==> src/rtl/tscc_pkg.sv <==
// Shared constants, types and state layout for temperature conversion control
// Function
// - Rate setting read 04h, written 0Ah
// - Rate only changes idle time
// - Rate resets to 08h, sixteen per second
// - Codes 00h-09h give 2^(code-4) per second
// - Shutdown write 0Fh starts one full cycle
// - Return to shutdown after triggered cycle
// - Trigger byte is discarded
// - Signed ideality trim at 23h, resets zero
// - Remote scaled by (2088+trim)/2088
// - Offset added to remote result only
// - Acknowledge general call, evaluate next byte
// - General call 06h resets registers, aborts
// - Other general call bytes do nothing
// - Pointer FEh reads maker identification
// - Configuration bit 6 selects shutdown
package tscc_pkg;

  // -------------------------------------------------------------------------
  // Pointer addresses
  // -------------------------------------------------------------------------
  localparam logic [7:0] PTR_STATUS_RD   = 8'h02;
  localparam logic [7:0] PTR_CONFIG_RD   = 8'h03;
  localparam logic [7:0] PTR_RATE_RD     = 8'h04;
  localparam logic [7:0] PTR_CONFIG_WR   = 8'h09;
  localparam logic [7:0] PTR_RATE_WR     = 8'h0a;
  localparam logic [7:0] PTR_ONE_SHOT    = 8'h0f;
  localparam logic [7:0] PTR_OFFSET      = 8'h11;
  localparam logic [7:0] PTR_TRIM        = 8'h23;
  localparam logic [7:0] PTR_MAKER_ID    = 8'hfe;

  // -------------------------------------------------------------------------
  // Fields, codes and reset values
  // -------------------------------------------------------------------------
  localparam int         SHUTDOWN_BIT    = 6;
  localparam int         BUSY_BIT        = 7;
  localparam logic [7:0] CONFIG_WR_MASK  = 8'he4;
  localparam logic [7:0] RATE_RESET      = 8'h08;
  localparam logic [7:0] RATE_MAX_CODE   = 8'h09;
  localparam logic [7:0] GCALL_ADDR      = 8'h00;
  localparam logic [7:0] GCALL_RESET     = 8'h06;
  localparam logic [3:0] BYTE_BITS       = 4'h8;
  localparam int         IDEALITY_BASE   = 2088;
  localparam int         KELVIN_CODE     = 4370;   // 273.15 K in 1/16 K steps
  localparam int         OFFSET_SHIFT    = 4;

  // -------------------------------------------------------------------------
  // Timing
  // -------------------------------------------------------------------------
  localparam longint     CLOCK_HZ        = 25000000;
  localparam longint     FASTEST_PERIOD_NS = 31250000;   // 32 per second
  localparam int unsigned FASTEST_PERIOD_CYCLES =
    int'(FASTEST_PERIOD_NS * CLOCK_HZ / 1000000000);

  typedef enum logic [2:0] {
    BUS_IDLE, BUS_ADDR, BUS_ADDR_ACK, BUS_WRITE, BUS_WRITE_ACK, BUS_READ, BUS_READ_ACK
  } tscc_bus_state_type;

  typedef enum logic [1:0] {SEQ_IDLE, SEQ_LOCAL, SEQ_REMOTE} tscc_seq_state_type;

  typedef struct packed {
    logic start;
    logic channel;     // 0 local, 1 remote
    logic abort;
  } tscc_meas_req_type;

  typedef struct packed {
    logic        done;
    logic [15:0] code;  // Absolute temperature, 1/16 K
  } tscc_meas_rsp_type;

  typedef struct packed {
    logic [7:0] config_reg;
    logic [7:0] conv_rate;
    logic [7:0] ideality_trim;
    logic [7:0] remote_offset;
  } tscc_regs_type;

  localparam tscc_regs_type REGS_RESET = '{8'h00, RATE_RESET, 8'h00, 8'h00};

endpackage

==> src/rtl/tscc_core.sv <==
// Two-wire register slave with conversion sequencing for local and remote
`timescale 1ns/1ps
`default_nettype none
module tscc_core
  import tscc_pkg::*;
#(
  parameter logic [6:0]  SLAVE_ADDR    = 7'h4c,
  parameter logic [7:0]  MAKER_ID      = 8'h3c,  // Arbitrary value
  parameter int unsigned PERIOD_CYCLES = FASTEST_PERIOD_CYCLES
) (
  // Clock and reset
  input  wire logic              clk_i,
  input  wire logic              reset_i,
  // Two-wire bus pins
  input  wire logic              scl_i,
  input  wire logic              sda_i,
  output logic                   sda_o,
  output logic                   sda_oe_o,
  // Measurement front end
  output tscc_meas_req_type      meas_req_o,
  input  wire tscc_meas_rsp_type meas_rsp_i,
  // Results and status
  output logic [15:0]            local_temp_o,
  output logic [15:0]            remote_temp_o,
  output logic                   busy_o,
  output logic                   shutdown_o
);

  // -------------------------------------------------------------------------
  // State
  // -------------------------------------------------------------------------
  typedef struct packed {
    logic               scl_meta;
    logic               scl_sync;
    logic               scl_prev;
    logic               sda_meta;
    logic               sda_sync;
    logic               sda_prev;
    tscc_bus_state_type bus_state;
    logic [3:0]         bit_cnt;
    logic [7:0]         shifter;
    logic [7:0]         tx;
    logic [7:0]         pointer;
    logic               is_read;
    logic               is_gcall;
    logic               first_byte;
    logic               master_ack;
    logic               sda_low;
    tscc_regs_type      regs;
    tscc_seq_state_type seq_state;
    logic               one_shot;
    tscc_meas_req_type  meas_req;
    logic [15:0]        local_temp;
    logic [15:0]        remote_temp;
  } tscc_core_state_type;

  localparam tscc_core_state_type STATE_RESET = '{
    scl_meta: 1'b1, scl_sync: 1'b1, scl_prev: 1'b1,
    sda_meta: 1'b1, sda_sync: 1'b1, sda_prev: 1'b1,
    bus_state: BUS_IDLE, seq_state: SEQ_IDLE,
    regs: REGS_RESET, default: '0
  };

  tscc_core_state_type s;
  tscc_core_state_type next_s;

  logic        scl_rise;
  logic        scl_fall;
  logic        start_cond;
  logic        stop_cond;
  logic        soft_reset;
  logic        shutdown;
  logic        rate_due;
  logic        conv_begin;
  logic [7:0]  rx_byte;
  logic [7:0]  read_data;
  logic [15:0] remote_corr;

  // -------------------------------------------------------------------------
  // Helpers
  // -------------------------------------------------------------------------
  tscc_rate_timer #(
    .PERIOD_CYCLES (PERIOD_CYCLES)
  ) u_rate_timer (
    .clk_i       (clk_i),
    .reset_i     (reset_i),
    .restart_i   (conv_begin | soft_reset),
    .rate_code_i (s.regs.conv_rate),
    .due_o       (rate_due)
  );

  tscc_remote_correct u_remote_correct (
    .raw_i    (meas_rsp_i.code),
    .trim_i   (s.regs.ideality_trim),
    .offset_i (s.regs.remote_offset),
    .temp_o   (remote_corr)
  );

  // -------------------------------------------------------------------------
  // Read multiplexer
  // -------------------------------------------------------------------------
  always_comb begin
    read_data = 8'h00;
    unique case (s.pointer)
      PTR_STATUS_RD: read_data[BUSY_BIT] = (s.seq_state != SEQ_IDLE);
      PTR_CONFIG_RD: read_data = s.regs.config_reg;
      PTR_RATE_RD:   read_data = s.regs.conv_rate;
      PTR_TRIM:      read_data = s.regs.ideality_trim;
      PTR_OFFSET:    read_data = s.regs.remote_offset;
      PTR_MAKER_ID:  read_data = MAKER_ID;
      default:       read_data = 8'h00;
    endcase
  end

  // -------------------------------------------------------------------------
  // Next state
  // -------------------------------------------------------------------------
  always_comb begin
    next_s     = s;
    soft_reset = 1'b0;
    conv_begin = 1'b0;
    rx_byte    = s.shifter;
    shutdown   = s.regs.config_reg[SHUTDOWN_BIT];

    // Pending trigger is consumed while idle; a new trigger below still lands
    if (s.seq_state == SEQ_IDLE) begin
      next_s.one_shot = 1'b0;
    end

    // Pins pass two flip-flops before any decoding
    next_s.scl_meta = scl_i;
    next_s.scl_sync = s.scl_meta;
    next_s.scl_prev = s.scl_sync;
    next_s.sda_meta = sda_i;
    next_s.sda_sync = s.sda_meta;
    next_s.sda_prev = s.sda_sync;
    scl_rise   = s.scl_sync & ~s.scl_prev;
    scl_fall   = ~s.scl_sync & s.scl_prev;
    start_cond = s.scl_sync & s.scl_prev & s.sda_prev & ~s.sda_sync;
    stop_cond  = s.scl_sync & s.scl_prev & ~s.sda_prev & s.sda_sync;

    next_s.meas_req.start = 1'b0;
    next_s.meas_req.abort = 1'b0;

    // Two-wire slave
    if (start_cond) begin
      next_s.bus_state = BUS_ADDR;
      next_s.bit_cnt   = 4'h0;
      next_s.sda_low   = 1'b0;
    end else if (stop_cond) begin
      next_s.bus_state = BUS_IDLE;
      next_s.sda_low   = 1'b0;
    end else begin
      unique case (s.bus_state)
        BUS_IDLE: begin
          next_s.sda_low = 1'b0;
        end
        BUS_ADDR, BUS_WRITE: begin
          if (scl_rise) begin
            next_s.shifter = {s.shifter[6:0], s.sda_sync};
            next_s.bit_cnt = s.bit_cnt + 4'h1;
          end else if (scl_fall && s.bit_cnt == BYTE_BITS) begin
            if (s.bus_state == BUS_ADDR) begin
              if (rx_byte == GCALL_ADDR) begin
                next_s.sda_low   = 1'b1;
                next_s.is_gcall  = 1'b1;
                next_s.is_read   = 1'b0;
                next_s.bus_state = BUS_ADDR_ACK;
              end else if (rx_byte[7:1] == SLAVE_ADDR) begin
                next_s.sda_low   = 1'b1;
                next_s.is_gcall  = 1'b0;
                next_s.is_read   = rx_byte[0];
                next_s.bus_state = BUS_ADDR_ACK;
              end else begin
                next_s.bus_state = BUS_IDLE;
              end
            end else begin
              next_s.sda_low    = 1'b1;
              next_s.first_byte = 1'b0;
              next_s.bus_state  = BUS_WRITE_ACK;
              if (s.is_gcall) begin
                // Only the reset code acts; anything else is dropped
                if (s.first_byte && rx_byte == GCALL_RESET) begin
                  soft_reset = 1'b1;
                end
              end else if (s.first_byte) begin
                next_s.pointer = rx_byte;
              end else begin
                unique case (s.pointer)
                  PTR_CONFIG_WR: next_s.regs.config_reg = rx_byte & CONFIG_WR_MASK;
                  PTR_RATE_WR:   next_s.regs.conv_rate = rx_byte;
                  PTR_TRIM:      next_s.regs.ideality_trim = rx_byte;
                  PTR_OFFSET:    next_s.regs.remote_offset = rx_byte;
                  // Data byte never stored; the event counts only while shut down
                  PTR_ONE_SHOT:  next_s.one_shot = shutdown;
                  // Identification keeps its value
                  PTR_MAKER_ID:  next_s.regs = s.regs;
                  default:       next_s.regs = s.regs;
                endcase
              end
            end
          end
        end
        BUS_ADDR_ACK: begin
          if (scl_fall) begin
            next_s.bit_cnt = 4'h0;
            if (s.is_read) begin
              next_s.tx        = read_data;
              next_s.sda_low   = ~read_data[7];
              next_s.bus_state = BUS_READ;
            end else begin
              next_s.sda_low    = 1'b0;
              next_s.first_byte = 1'b1;
              next_s.bus_state  = BUS_WRITE;
            end
          end
        end
        BUS_WRITE_ACK: begin
          if (scl_fall) begin
            next_s.sda_low   = 1'b0;
            next_s.bit_cnt   = 4'h0;
            next_s.bus_state = BUS_WRITE;
          end
        end
        BUS_READ: begin
          if (scl_rise) begin
            next_s.bit_cnt = s.bit_cnt + 4'h1;
          end else if (scl_fall) begin
            if (s.bit_cnt == BYTE_BITS) begin
              next_s.sda_low   = 1'b0;
              next_s.bus_state = BUS_READ_ACK;
            end else begin
              next_s.tx      = {s.tx[6:0], 1'b0};
              next_s.sda_low = ~s.tx[6];
            end
          end
        end
        BUS_READ_ACK: begin
          if (scl_rise) begin
            next_s.master_ack = ~s.sda_sync;
          end else if (scl_fall) begin
            next_s.bit_cnt = 4'h0;
            if (s.master_ack) begin
              next_s.tx        = read_data;
              next_s.sda_low   = ~read_data[7];
              next_s.bus_state = BUS_READ;
            end else begin
              next_s.bus_state = BUS_IDLE;
            end
          end
        end
      endcase
    end

    // Conversion sequencer; the front end fixes each conversion's length
    unique case (s.seq_state)
      SEQ_IDLE: begin
        if ((rate_due && !shutdown) || s.one_shot) begin
          conv_begin              = 1'b1;
          next_s.meas_req.start   = 1'b1;
          next_s.meas_req.channel = 1'b0;
          next_s.seq_state        = SEQ_LOCAL;
        end
      end
      SEQ_LOCAL: begin
        if (meas_rsp_i.done) begin
          next_s.local_temp       = meas_rsp_i.code - 16'(KELVIN_CODE);
          next_s.meas_req.start   = 1'b1;
          next_s.meas_req.channel = 1'b1;
          next_s.seq_state        = SEQ_REMOTE;
        end
      end
      SEQ_REMOTE: begin
        if (meas_rsp_i.done) begin
          next_s.remote_temp = remote_corr;
          // Idle again; shutdown then blocks further rate-timer starts, but a pending one-shot still starts
          next_s.seq_state   = SEQ_IDLE;
        end
      end
    endcase

    // Software reset wins over every register update this cycle
    if (soft_reset) begin
      next_s.regs           = REGS_RESET;
      next_s.one_shot       = 1'b0;
      next_s.seq_state      = SEQ_IDLE;
      next_s.meas_req.start = 1'b0;
      next_s.meas_req.abort = (s.seq_state != SEQ_IDLE);
      conv_begin            = 1'b0;
    end
  end

  always_ff @(posedge clk_i) begin
    if (reset_i) begin
      s <= STATE_RESET;
    end else begin
      s <= next_s;
    end
  end

  // -------------------------------------------------------------------------
  // Outputs
  // -------------------------------------------------------------------------
  assign sda_o         = 1'b0;
  assign sda_oe_o      = s.sda_low;
  assign meas_req_o    = s.meas_req;
  assign local_temp_o  = s.local_temp;
  assign remote_temp_o = s.remote_temp;
  assign busy_o        = (s.seq_state != SEQ_IDLE);
  assign shutdown_o    = s.regs.config_reg[SHUTDOWN_BIT];

endmodule
`default_nettype wire

==> src/rtl/tscc_rate_timer.sv <==
// Interval timer between conversion starts
`timescale 1ns/1ps
`default_nettype none
module tscc_rate_timer
  import tscc_pkg::*;
#(
  parameter int unsigned PERIOD_CYCLES = FASTEST_PERIOD_CYCLES
) (
  // Clock and reset
  input  wire logic       clk_i,
  input  wire logic       reset_i,
  // Control
  input  wire logic       restart_i,
  input  wire logic [7:0] rate_code_i,
  // Status
  output logic            due_o
);

  logic [31:0] count;
  logic [31:0] next_count;
  logic [31:0] limit;
  logic [3:0]  shift;

  // Period measured start to start, so the idle gap absorbs the change
  always_comb begin
    shift = (rate_code_i > RATE_MAX_CODE) ? 4'h0 : 4'(RATE_MAX_CODE - rate_code_i);
    limit = PERIOD_CYCLES << shift;
    due_o = (count >= limit - 32'h1);
    if (restart_i) begin
      next_count = 32'h0;
    end else if (!due_o) begin
      next_count = count + 32'h1;
    end else begin
      next_count = count;
    end
  end

  // Starts saturated so the first conversion follows reset at once
  always_ff @(posedge clk_i) begin
    if (reset_i) begin
      count <= 32'hffffffff;
    end else begin
      count <= next_count;
    end
  end

endmodule
`default_nettype wire

==> src/rtl/tscc_remote_correct.sv <==
// Remote channel ideality and offset correction
`timescale 1ns/1ps
`default_nettype none
module tscc_remote_correct
  import tscc_pkg::*;
(
  // Raw measurement and trims
  input  wire logic [15:0] raw_i,
  input  wire logic [7:0]  trim_i,
  input  wire logic [7:0]  offset_i,
  // Corrected result, 1/16 degree
  output logic [15:0]      temp_o
);

  logic [11:0] factor;
  logic [27:0] product;
  logic [16:0] scaled;
  logic [15:0] offset_ext;

  // Effective ideality 1.008*2088/(2088+trim) scales the result inversely
  always_comb begin
    factor     = 12'(IDEALITY_BASE + int'($signed(trim_i)));
    product    = 28'(raw_i * factor);
    scaled     = 17'(product / 28'(IDEALITY_BASE));
    offset_ext = 16'($signed(offset_i)) << OFFSET_SHIFT;
    temp_o     = 16'(scaled) - 16'(KELVIN_CODE) + offset_ext;
  end

endmodule
`default_nettype wire

==> config.mk <==
export PLATFORM = sky130hd
export DESIGN_NAME = tscc_core
export DESIGN_NICKNAME = d
export VERILOG_FILES = /design/src/rtl/tscc_pkg.sv /design/src/rtl/tscc_core.sv /design/src/rtl/tscc_rate_timer.sv /design/src/rtl/tscc_remote_correct.sv
export SDC_FILE = /design/constraint.sdc
export NUM_CORES = 1
export LEC_CHECK = 0
export BUFFER_PORTS_ARGS = -buffer_cell sky130_fd_sc_hd__buf_4
export CORE_ASPECT_RATIO = 1.2
export CORE_MARGIN = 3
export CORE_UTILIZATION = 45
export DETAILED_ROUTE_END_ITERATION = 7
export PLACE_DENSITY = 0.65
export SYNTH_ARGS = -nofsm -noshare
export SYNTH_HDL_FRONTEND = slang
export SYNTH_SLANG_ARGS = --single-unit
==> constraint.sdc <==
create_clock -name clk_i -period 38.1 [get_ports clk_i]
set_clock_uncertainty 0.15 [all_clocks]
set_input_delay 7.62 -clock clk_i [delete_from_list [all_inputs] [get_ports clk_i]]
set_output_delay 7.62 -clock clk_i [all_outputs]
set_load 0.005 [all_outputs]
==> impl_metrics.env <==
export IMPL_outcome="complete, no violations"
export IMPL_num_io_pins=60
export IMPL_num_fill_cells=4522
export IMPL_yosys_register_bits=139
export IMPL_post_cts_buffers=0
export IMPL_cap_violations=0
export IMPL_rows=86
export IMPL_seq_area_sq_um=2780
export IMPL_crit_path_max_fanout=14
export IMPL_hp_class="reg2reg"
export IMPL_post_place_ws_ps=7300
export IMPL_port_buffers=58
export IMPL_start_util_pct=45.9
export IMPL_rsz0062_at_grt="no"
export IMPL_dp_hpwl_um=47100
export IMPL_cts_made_buffers=17
export IMPL_drc=0
export IMPL_hold_depth=1
export IMPL_multi_input_area_sq_um=16800
export IMPL_fp_dieArea_sq_um=49900
export IMPL_root_buffer="clkbuf_16"
export IMPL_ys_warn_count=0
export IMPL_ant_nets=0
export IMPL_htree_levels=4
export IMPL_relSlewSlack_pct=28.5
export IMPL_seq_area_frac_synth_pct=13.1
export IMPL_cts_hold_buf=0
export IMPL_grt_start_max_net_pins=104
export IMPL_syn_to_final_growth_pct=5.41
export IMPL_die_h_um=244
export IMPL_place_gp_congestion=0.936
export IMPL_clk_pin_slew_ps=70
export IMPL_synth_area_sq_um=21300
export IMPL_synth_edff_count=0
export IMPL_wl_per_cell_um=18.3
export IMPL_post_route_min_period_ps=30520
export IMPL_syn_nets=3032
export IMPL_max_stage_delay_ps=650
export IMPL_cts_sinks=139
export IMPL_ff2ff_path_depth=81
export IMPL_cts_resized=0
export IMPL_grt_pass1_wl_um=99600
export IMPL_finalCritPeriodShare_pct=80.1
export IMPL_final_nets=2965
export IMPL_setup_tns_ps=0
export IMPL_worst_setup_path_start_kind="input port"
export IMPL_antenna_found_initial=0
export IMPL_gr_total_overflow=0
export IMPL_ys_flop_type="dfxtp_1"
export IMPL_clk_latency_ps=440
export IMPL_avgSynthCellArea_sq_um=7.77
export IMPL_endpoint_kind="flip-flop"
export IMPL_holdWs_ps=258
export IMPL_grt_util_all_layers_pct=23.8
export IMPL_async_reset_ff_share_pct=0
export IMPL_die_x_um=204
export IMPL_coreArea_sq_um=46400
export IMPL_clockBufferDepth=2
export IMPL_ys_types=131
export IMPL_final_max_slew_viol_count=0
export IMPL_cp_required_ps=38240
export IMPL_routed_wl_um=60300
export IMPL_worst_pin_slew_ps=1070
export IMPL_viasPerCell=6.03
export IMPL_dr_pass1_iters=5
export IMPL_syn_inst=2738
export IMPL_vias=19882
export IMPL_path_class="in2reg"
export IMPL_clock_fmax_ghz=0.0328
export IMPL_cp_slowest_cell="a2111oi_2"
export IMPL_tritoncts="done"
export IMPL_drive_gt1_share_pct=9.02
export IMPL_setup_viol=0
export IMPL_hold_viol=0
export IMPL_first_iter_violations=1566
export IMPL_critPathArrivalTime_ps=30660
export IMPL_timing_final_ws_setup_ps=7580
export IMPL_antennaDiodeCount=0
export IMPL_first_global_vias=19684
## stage by stage
step	instances	instance area, sq um	util (%)
2_1_floorplan	2738	21300	-
3_3_place_gp	3268	21800	47.0
3_5_place_dp	3268	21800	47.0
4_1_cts	3299	22400	48.3
5_1_grt	3299	22400	48.3
6_report	3299	22400	48.3
## cell usage after synthesis (all sizes together), types with 25 or more instances
cell	number	area [sq um]
a211oi	39	330
nand4	25	156
mux2i	62	633
nand2b	57	357
a21o	34	255
a21oi	176	941
buf	64	442
nor2	237	897
o21bai	42	315
clkbuf	99	372
xor2	52	463
nor4	29	196
inv	239	897
and2	58	363
xnor2	89	787
nand3	69	350
dfxtp	139	2780
fa	141	2820
o211ai	29	238
o21ai	100	527
and3	35	224
a31oi	28	211
nor2b	37	231
nor3	74	385
nand2	293	1110
ha	132	1650
## cells by family after synthesis
kind of cell             synth area share (%)
multiplexers                             3.51
other                                  0.0176
adder cells (fa/ha/maj)                  21.3
buffers and inverters                    8.08
flip-flops                               13.1
XOR/XNOR                                 5.88
AO/OA/AOI/OAI                            24.6
AND/OR/NAND/NOR                          23.6
## cells in the final DEF, fill, tap and decap left out, types with 14 or more instances in the layout
cell type / Yosys / layout
a21oi_1: 162 / 162
o211ai_1: 25 / 25
a31oi_1: 25 / 25
nor2_1: 236 / 236
a21o_1: 34 / 34
and2_1: 58 / 58
nor2b_1: 37 / 37
nor4_1: 28 / 28
nand3_1: 68 / 68
fa_1: 141 / 141
o21ai_0: 75 / 75
a211oi_1: 33 / 33
mux2i_1: 61 / 61
or3_1: 18 / 18
nand4_1: 25 / 25
or2_2: 14 / 14
nand2b_1: 57 / 57
xnor2_1: 88 / 88
o22ai_1: 18 / 18
clkbuf_16: 0 / 17
nand2_1: 289 / 289
and3_1: 34 / 34
inv_1: 236 / 236
o21bai_1: 42 / 41
nor3_1: 71 / 71
dfxtp_1: 139 / 139
o21ai_1: 20 / 19
xor2_1: 51 / 51
buf_4: 42 / 77
ha_1: 132 / 132
## worst paths after layout
path	from	to	slack, ps
worst max-delay path	meas_rsp_i[8]	remote_temp_o[15]	7580
worst min-delay path	next_s[110]	next_s[109]	260
worst max register to register	s[49]	remote_temp_o[15]	12670
worst min register to register	next_s[110]	next_s[109]	260
## critical path: cells and delay by family
family          cells  cell delay (ps)
compound gates     39            11610
simple gates       19             4980
fa+ha+maj           7             3340
mux                 4             1340
buf+inv             9              920
xor+xnor            5              780
## area by class of cell
type | count | area share (%)
repair buffers | 77 | 2.58
clock buffers | 17 | 1.90
well taps | 616 | 3.44
flip-flops and latches | 139 | 12.4
clock inverters | 14 | 0.809
inverters | 241 | 4.03
multi-input cells | 2195 | 74.8
## sequential cells by signal, indices dropped and copies added, names as in the netlist
name	cells
sda_oe_o	1
local_temp_o	16
meas_req_o	3
shutdown_o	1
s	58
rx_byte	8
next_s	4
remote_temp_o	16
u_rate_timer.count	32
## routing by layer
metal	track usage, %	wire [um]	part of all wire [%]	vias up
met3	2.50	2430	4.0	137
met2	42.4	29700	49	596
li1	-	-	-	9518
met4	8.38	2090	3.5	0
met5	0	0	0	-
met1	29.8	26000	43	9631
Power is not shown: default switching activity piles up to over one toggle a cycle in this logic, so the estimate is an artifact.
